**src/verilog/bccb_pkg.sv**
```systemverilog
// bccb_pkg: constants for the bit-clear and conditional-branch executor.
// assumes a 16-bit instruction word and a byte-addressed program counter.
package bccb_pkg;
   localparam int BCCB_PC_W = 21;
   localparam int BCCB_DADDR_W = 12;
   // opcode fields
   localparam logic [3:0] BCCB_OP_BIT_CLEAR = 4'h9;
   localparam logic [7:0] BCCB_OP_BRANCH_IF_NEGATIVE = 8'hE6;
   localparam logic [7:0] BCCB_OP_BRANCH_UNLESS_CARRY = 8'hE3;
   localparam int BCCB_BIT_IDX_POS = 9;
   localparam int BCCB_ACCESS_POS = 8;
   // access bank split: low addresses map to bank 0, high ones to bank F
   localparam logic [7:0] BCCB_ACCESS_SPLIT = 8'h60;
   localparam logic [7:0] BCCB_INDEXED_MAX = 8'h5F;
   localparam logic [3:0] BCCB_ACCESS_HIGH_BANK = 4'hF;
   localparam logic [BCCB_PC_W-1:0] BCCB_PC_STEP = 21'h000002;
   localparam logic [BCCB_PC_W-1:0] BCCB_PC_RESET = 21'h000000;
   localparam int BCCB_Q_PHASES = 4;
   typedef enum logic [1:0] {BCCB_Q1, BCCB_Q2, BCCB_Q3, BCCB_Q4} bccb_q_e;
endpackage : bccb_pkg

```
**src/verilog/bccb_addr_resolve.sv**
```systemverilog
// bccb_addr_resolve: forms the full data address of a file operand.
// assumes the indexing base register is supplied by the core.
`timescale 1ns/1ps
module bccb_addr_resolve
   import bccb_pkg::*;
(
   input wire logic [7:0] i_file_addr,
   input wire logic i_access_sel,
   input wire logic [3:0] i_bank_select_register,
   input wire logic i_ext_set_en,
   input wire logic [BCCB_DADDR_W-1:0] i_index_base,
   output logic [BCCB_DADDR_W-1:0] o_data_addr
);
   always_comb begin
      if (i_access_sel) begin
         o_data_addr = {i_bank_select_register, i_file_addr}; // see RL3
      end else if (i_ext_set_en && (i_file_addr <= BCCB_INDEXED_MAX)) begin
         // indexed literal offset: base plus the literal
         o_data_addr = i_index_base + {4'h0, i_file_addr}; // see RL4
      end else if (i_file_addr < BCCB_ACCESS_SPLIT) begin
         o_data_addr = {4'h0, i_file_addr}; // see RL2
      end else begin
         o_data_addr = {BCCB_ACCESS_HIGH_BANK, i_file_addr}; // see RL2
      end
   end
endmodule : bccb_addr_resolve

```
**src/verilog/bccb_exec.sv**
```systemverilog
// bccb_exec: decodes and executes bit clear and two conditional branches.
// assumes one instruction is presented per four-phase instruction cycle,
// data memory read data is valid in Q3 for the address set in Q2.
// Contract
// RL1: bit clear forces the indexed bit of the file register to zero only.
// RL2: access-select zero resolves the file address in the access bank.
// RL3: access-select one uses the bank select register for the bank.
// RL4: extended set, access zero, address up to 95 uses indexed offset.
// RL5: branch unless carry, prefix E3, jumps only when carry is clear.
// RL6: taken branch target is PC plus two plus twice signed offset.
// RL7: a taken branch takes two cycles; the second is a no-operation.
// RL8: an untaken branch takes one cycle and continues two bytes on.
// RL9: branch if negative, prefix E6, jumps on negative; no flags change.
`timescale 1ns/1ps
module bccb_exec
   import bccb_pkg::*;
(
   input wire logic i_core_clk,
   input wire logic i_rst,
   input wire logic [15:0] i_instr,
   input wire logic i_instr_valid,
   input wire logic [3:0] i_bank_select_register,
   input wire logic i_ext_set_en,
   input wire logic [BCCB_DADDR_W-1:0] i_index_base,
   input wire logic i_flag_negative,
   input wire logic i_flag_carry,
   input wire logic [7:0] i_mem_rdata,
   output logic [BCCB_DADDR_W-1:0] o_mem_addr,
   output logic o_mem_rd,
   output logic o_mem_wr,
   output logic [7:0] o_mem_wdata,
   output logic [BCCB_PC_W-1:0] o_pc,
   output logic o_pc_load,
   output logic o_flush,
   output logic [1:0] o_q_phase
);
   bccb_q_e q;
   bccb_q_e next_q;
   logic [15:0] ir;
   logic ir_valid;
   logic nop_cycle;
   logic [BCCB_PC_W-1:0] pc;
   logic [BCCB_PC_W-1:0] next_pc;
   logic [BCCB_DADDR_W-1:0] next_addr;
   logic [7:0] clear_mask;
   logic live;
   logic is_clear;
   logic is_bn;
   logic is_bnc;
   logic take;
   logic [BCCB_PC_W-1:0] offset2;

   // the doubled offset needs at least one sign bit above the literal
   if (BCCB_PC_W < 10) begin : g_pc_w_check
      $error("program counter too narrow for a doubled branch offset");
   end
   // the address former joins a bank nibble to a file byte
   if (BCCB_DADDR_W != 12) begin : g_daddr_w_check
      $error("data address must be one bank nibble and one file byte");
   end
   // the phase enum carries exactly four states
   if (BCCB_Q_PHASES != 4) begin : g_q_check
      $error("the sequencer serves four phases only");
   end

   // a word counts only when flagged valid and not in a refill slot
   assign live = ir_valid && !nop_cycle;
   assign is_clear = live && (ir[15:12] == BCCB_OP_BIT_CLEAR);
   assign is_bn = live &&
      (ir[15:8] == BCCB_OP_BRANCH_IF_NEGATIVE);
   assign is_bnc = live &&
      (ir[15:8] == BCCB_OP_BRANCH_UNLESS_CARRY);
   // flags are only read: neither branch writes status
   assign take = (is_bn && i_flag_negative) // see RL9
      || (is_bnc && !i_flag_carry); // see RL5
   // sign-extend and double the offset
   assign offset2 = {{(BCCB_PC_W-9){ir[7]}}, ir[7:0], 1'b0}; // see RL6

   // one-hot mask of the bit to clear
   for (genvar b = 0; b < 8; b++) begin : g_clear_mask
      assign clear_mask[b] = (ir[BCCB_BIT_IDX_POS +: 3] == 3'(b)); // see RL1
   end

   bccb_addr_resolve u_addr (
      .i_file_addr(ir[7:0]),
      .i_access_sel(ir[BCCB_ACCESS_POS]),
      .i_bank_select_register(i_bank_select_register),
      .i_ext_set_en(i_ext_set_en),
      .i_index_base(i_index_base),
      .o_data_addr(next_addr)
   );

   // phase sequencer: one instruction cycle is four clocks
   always_comb begin
      case (q)
         BCCB_Q1: next_q = BCCB_Q2;
         BCCB_Q2: next_q = BCCB_Q3;
         BCCB_Q3: next_q = BCCB_Q4;
         BCCB_Q4: next_q = BCCB_Q1;
         default: next_q = BCCB_Q1;
      endcase
   end

   // state register
   always_ff @(posedge i_core_clk) begin
      if (i_rst) begin
         q <= BCCB_Q1;
      end else begin
         q <= next_q;
      end
   end

   // the phase output lets the fetch side align with the decode slot
   always_ff @(posedge i_core_clk) begin
      if (i_rst) begin
         o_q_phase <= 2'h0;
      end else begin
         o_q_phase <= 2'(next_q);
      end
   end

   // instruction latched at Q1 (decode)
   always_ff @(posedge i_core_clk) begin
      if (i_rst) begin
         ir <= 16'h0000;
         ir_valid <= 1'b0;
      end else if (q == BCCB_Q1) begin
         ir <= i_instr;
         ir_valid <= i_instr_valid;
      end
   end

   // a taken branch turns the following cycle into a no-operation
   always_ff @(posedge i_core_clk) begin
      if (i_rst) begin
         nop_cycle <= 1'b0;
      end else if (q == BCCB_Q4) begin
         nop_cycle <= take; // see RL7
      end
   end

   // address holds after the access: cheaper than clearing it each cycle
   always_ff @(posedge i_core_clk) begin
      if (i_rst) begin
         o_mem_addr <= '0;
      end else if (q == BCCB_Q2 && is_clear) begin
         o_mem_addr <= next_addr; // see RL2
      end
   end

   // read strobe after Q2 so the data stands at the Q3 edge
   always_ff @(posedge i_core_clk) begin
      if (i_rst) begin
         o_mem_rd <= 1'b0;
      end else begin
         o_mem_rd <= (q == BCCB_Q2) && is_clear;
      end
   end

   // only the selected bit drops, the rest pass through
   always_ff @(posedge i_core_clk) begin
      if (i_rst) begin
         o_mem_wdata <= 8'h00;
      end else if (q == BCCB_Q3 && is_clear) begin
         o_mem_wdata <= i_mem_rdata & ~clear_mask; // see RL1
      end
   end

   // write strobe after Q3; the memory stores it at the Q4 edge
   always_ff @(posedge i_core_clk) begin
      if (i_rst) begin
         o_mem_wr <= 1'b0;
      end else begin
         o_mem_wr <= (q == BCCB_Q3) && is_clear;
      end
   end

   // next sequential address, or the target when the branch is taken
   always_comb begin
      if (take) begin
         next_pc = pc + BCCB_PC_STEP + offset2; // see RL6
      end else begin
         next_pc = pc + BCCB_PC_STEP; // see RL8
      end
   end

   // program counter: advances every cycle, a taken branch reloads it
   always_ff @(posedge i_core_clk) begin
      if (i_rst) begin
         pc <= BCCB_PC_RESET;
      end else if (q == BCCB_Q4) begin
         pc <= next_pc;
      end
   end

   // the core sees the same address that the executor keeps
   always_ff @(posedge i_core_clk) begin
      if (i_rst) begin
         o_pc <= BCCB_PC_RESET;
      end else if (q == BCCB_Q4) begin
         o_pc <= next_pc;
      end
   end

   // load and flush pulse together for one clock after the Q4 edge
   always_ff @(posedge i_core_clk) begin
      if (i_rst) begin
         o_pc_load <= 1'b0;
      end else begin
         o_pc_load <= (q == BCCB_Q4) && take; // see RL6
      end
   end

   // the fetch side drops the word it already holds
   always_ff @(posedge i_core_clk) begin
      if (i_rst) begin
         o_flush <= 1'b0;
      end else begin
         o_flush <= (q == BCCB_Q4) && take; // see RL7
      end
   end
endmodule : bccb_exec

```
**config.mk**
```make
export PLATFORM = sky130hd
export DESIGN_NAME = bccb_exec
export DESIGN_NICKNAME = d
export VERILOG_FILES = /design/src/verilog/bccb_pkg.sv /design/src/verilog/bccb_addr_resolve.sv /design/src/verilog/bccb_exec.sv
export SDC_FILE = /design/constraint.sdc
export NUM_CORES = 1
export LEC_CHECK = 0
export BUFFER_PORTS_ARGS = -buffer_cell sky130_fd_sc_hd__buf_2
export CORE_MARGIN = 5
export CORE_UTILIZATION = 50
export DETAILED_ROUTE_END_ITERATION = 10
export HOLD_SLACK_MARGIN = 0.06
export PLACE_DENSITY = 0.84
export SLEW_MARGIN = 20
export SYNTH_ARGS = -nofsm -noshare
export SYNTH_HDL_FRONTEND = slang
export SYNTH_SLANG_ARGS = --single-unit
export TNS_END_PERCENT = 50
```
**constraint.sdc**
```tcl
create_clock -name i_core_clk -period 4.33 [get_ports i_core_clk]
set_input_delay 0.2165 -clock i_core_clk [delete_from_list [all_inputs] [get_ports i_core_clk]]
set_output_delay 0.2165 -clock i_core_clk [all_outputs]
set_load 0.01 [all_outputs]
```
==> impl_metrics.py <==
metrics = {
    "setup_path": {
        "rr_startpoint": "o_pc[3]$_SDFFE_PP0P_",
        "critPathKind": "register to register",
        "cp-start-kind": "register",
        "crit_required_ps": 4530,
        "cp-startpoint": "o_pc[3]$_SDFFE_PP0P_",
        "cp-end-kind": "register",
        "crit_fanout": 6,
        "worstPathArrival_ps": 4200,
    },
    "die": {
        "dieHeight_um": 103.6,
        "die_area_mm2": 0.01072,
        "start_util_pct": 50.68,
        "core_area_mm2": 0.008636,
        "ioPinCount": 93,
        "fp.dieW_um": 103.6,
        "rows": 34,
    },
    "detailed_routing": {
        "post-route-drc-count": 0,
        "vias": 4215,
        "ant_nets": 0,
        "routed_wl_mm": 11.41,
        "drt-vias-per-instance": 5.665,
        "firstDrtPassIters": 4,
        "first_iter_violations": 201,
        "post_drt_wl_per_cell_um": 15.34,
    },
    "sta": {
        "finalSetupTns_ps": 0,
        "fin_skew_ps": 10.89,
        "relSlewSlack_pct": 31.21,
        "slew_viol_final": 0,
        "max_freq_mhz": 250.4,
        "hold_viol": 0,
        "setup_violations": 0,
        "rsz0062_at_grt": "no",
        "holdWs_ps": 96.59,
        "min_period_ps": 3994,
        "period_share_pct": 92.24,
        "worst_slew_pin_slew_ps": 1032,
    },
    "cts": {
        "cts_tree": "done",
        "root_buffer": "clkbuf_8",
        "clk_pin_slew_worst_paths_ps": 80,
        "cts_resized": 0,
        "cts_inserted_buffers": 9,
        "cts.sinks": 63,
        "clk_path_buf_depth": 2,
        "clkLatencyLatePin_ps": 350,
        "h-tree-depth": 3,
    },
    "yosys": {
        "yosysWarnings": 0,
        "syn_avg_cell_area_um2": 7.958,
        "synth_flop_cell": "dfxtp_1",
        "ys_seq_area_share_pct": 28.82,
        "yosysTopAreaCellShare_pct": 28.82,
        "synth-async-reset-ratio_pct": 0,
        "synth_area_leaders": "dfxtp_1, ha_1, xnor2_1",
        "syn_area_mm2": 0.004377,
        "yosysTopAreaCell": "dfxtp_1",
        "ys_ff_latch": 63,
        "netlist_instances": 550,
        "synth_cell_types": 61,
        "syn_nets": 635,
        "synth-edff-count": 0,
    },
    "global_routing": {
        "antenna_found_initial": 0,
        "grt_pass1_vias": 4115,
        "overflow": 0,
        "grt_pass1_wl_mm": 19.13,
        "grt_usage_pct": 20.95,
        "grt_max_degree": 64,
    },
    "final_layout": {
        "finalInstanceArea_mm2": 0.005139,
        "n_fill_cell": 792,
        "syn_to_final_growth_pct": 17.41,
        "drive_above_1_share_pct": 19.50,
        "diodes": 0,
        "final_cell_mix": "buf_2, nor2_1, dfxtp_1, nand2_1, a21oi_1",
        "layout.nets": 716,
        "final_cells": 744,
        "layout.cells.most_common": "buf_2",
    },
    "place": {
        "dpl_cell_area_mm2": 0.004898,
        "place.gp.congestion": 0.8680,
        "dp_hpwl_mm": 8.452,
        "post-place-cells": 727,
        "io_buffer_count": 91,
    },
    "power": {
        "peakVddDrop_mv": 0.2089,
        "p_clk_share_pct": 31.9,
        "power_uw": 1878,
        "power.leakage_uw": 0.002303,
        "power_frac_comb_pct": 30.8,
        "switchingPower_uw": 655.1,
        "p_int_uw": 1223,
        "p_per_area_mw_per_mm2": 365.4,
        "pwr-share-seq_pct": 37.3,
        "p_sw_share_pct": 34.89,
    },
    "status": {
        "outcome": "complete, no violations",
    },
    "hold_path": {
        "hp-start": "i_instr[8]",
        "min_path_type": "input port to register",
    },
    "job": {
        "max-cap-violations": 0,
    },
}
[stage by stage]
step,utilization [%],worst slack (ps)
2_1_floorplan,-,606.8
6_report,59.50,335.9
3_5_place_dp,56.72,283.5
4_1_cts,59.39,235.5
5_1_grt,59.50,8.956
3_3_place_gp,56.72,416.4
[worst paths after layout]
check                                                   end  slack [ps]  cells past startpoint
worst min register to register  o_mem_wdata[4]$_SDFFE_PP0P_         460                      2
worst max-delay path                  o_pc[20]$_SDFFE_PP0P_         340                     16
worst min-delay path                     ir[8]$_SDFFE_PP0N_         100                      3
worst max register to register        o_pc[20]$_SDFFE_PP0P_         340                     16
[critical path, cell delays in order (launching register included)]
cell,delay (ps)
dfxtp_1,420
and3_1,250
and3_1,250
nand3_1,200
nor2_1,160
xor2_1,260
ha_1,350
a2111oi_4,360
o311ai_1,180
o311ai_2,330
o211ai_2,180
a41oi_2,270
mux2i_1,250
nand4_1,120
nand2_1,100
xnor2_1,110
nor2_1,60
[power by group through the flow]
| stage | Combinational [uW] | Sequential, uW | Clock (uW) |
|---|---|---|---|
| after floorplan | 430 | 704 | 0 |
| after global placement | 550 | 708 | 0 |
| after detailed placement | 573 | 712 | 0 |
| after CTS | 577 | 698 | 615 |
| after global routing | 652 | 709 | 642 |
| final | 578 | 699 | 600 |
[cell families (layout without fill, tap and decap cells)]
family | after synthesis | count (layout) | share of synthesized area, %
and+or+nand+nor | 200 | 200 | 21.53
AOI/OAI and AO/OA | 133 | 133 | 20.90
DFF | 63 | 63 | 28.82
buffers and inverters | 56 | 142 | 4.974
adders and majority gates | 39 | 39 | 11.49
xor gates and xnor gates | 38 | 38 | 7.604
muxes | 20 | 20 | 4.603
other | 1 | 1 | 0.08568
[state kept, by name (all words and copies together) (netlist names)]
name and flops:
o_pc 20, ir 16, o_mem_addr 12, o_mem_wdata 8
o_q_phase 2, ir_valid 1, nop_cycle 1, o_flush 1
o_mem_rd 1, o_mem_wr 1
[area by class of cell]
type,count,area (um^2),area share [%]
multi-input cells,431,2904,56.51
flip-flops and latches,63,1261,24.54
repair buffers,96,495.5,9.642
clock buffers,10,137.6,2.678
well taps,108,135.1,2.630
inverters,30,112.6,2.191
clock inverters,6,92.59,1.802
[synth_stat cells (all sizes together) (2+ instances only)]
library cell  count
o21a              2
mux2i            19
and2              6
a221oi            4
a21oi            42
a21o              4
nand4             5
nand2            55
xor2              8
nor3             13
buf               2
nor4              3
nor2b             8
clkbuf           24
fa                2
a22oi             2
o311ai            4
a211oi           11
inv              30
o211ai            6
and3             10
nor3b             2
nor4b             2
nand3            18
a21boi            2
dfxtp            63
xnor2            30
a311oi           10
nor2             64
o21bai            5
nand2b            5
ha               37
nand3b            5
o21ai            26
[what timing repair did]
item                                    4_1_cts  5_1_grt
endpoints found under the setup margin        0        1
hold endpoints to repair                      0        0
hold buffers                                  0        0
setup buffers                                 0        1
[metal layers]
layer	GRT usage, %	part of all wire [%]	vias up	routed length, um
li1	-	-	2111	-
met1	25.47	43	1969	4943
met2	36.43	50	120	5669
met3	4.913	5.7	15	656
met4	6.373	1.3	0	145
met5	0	0	-	0
(Power assumes the default switching activity.)
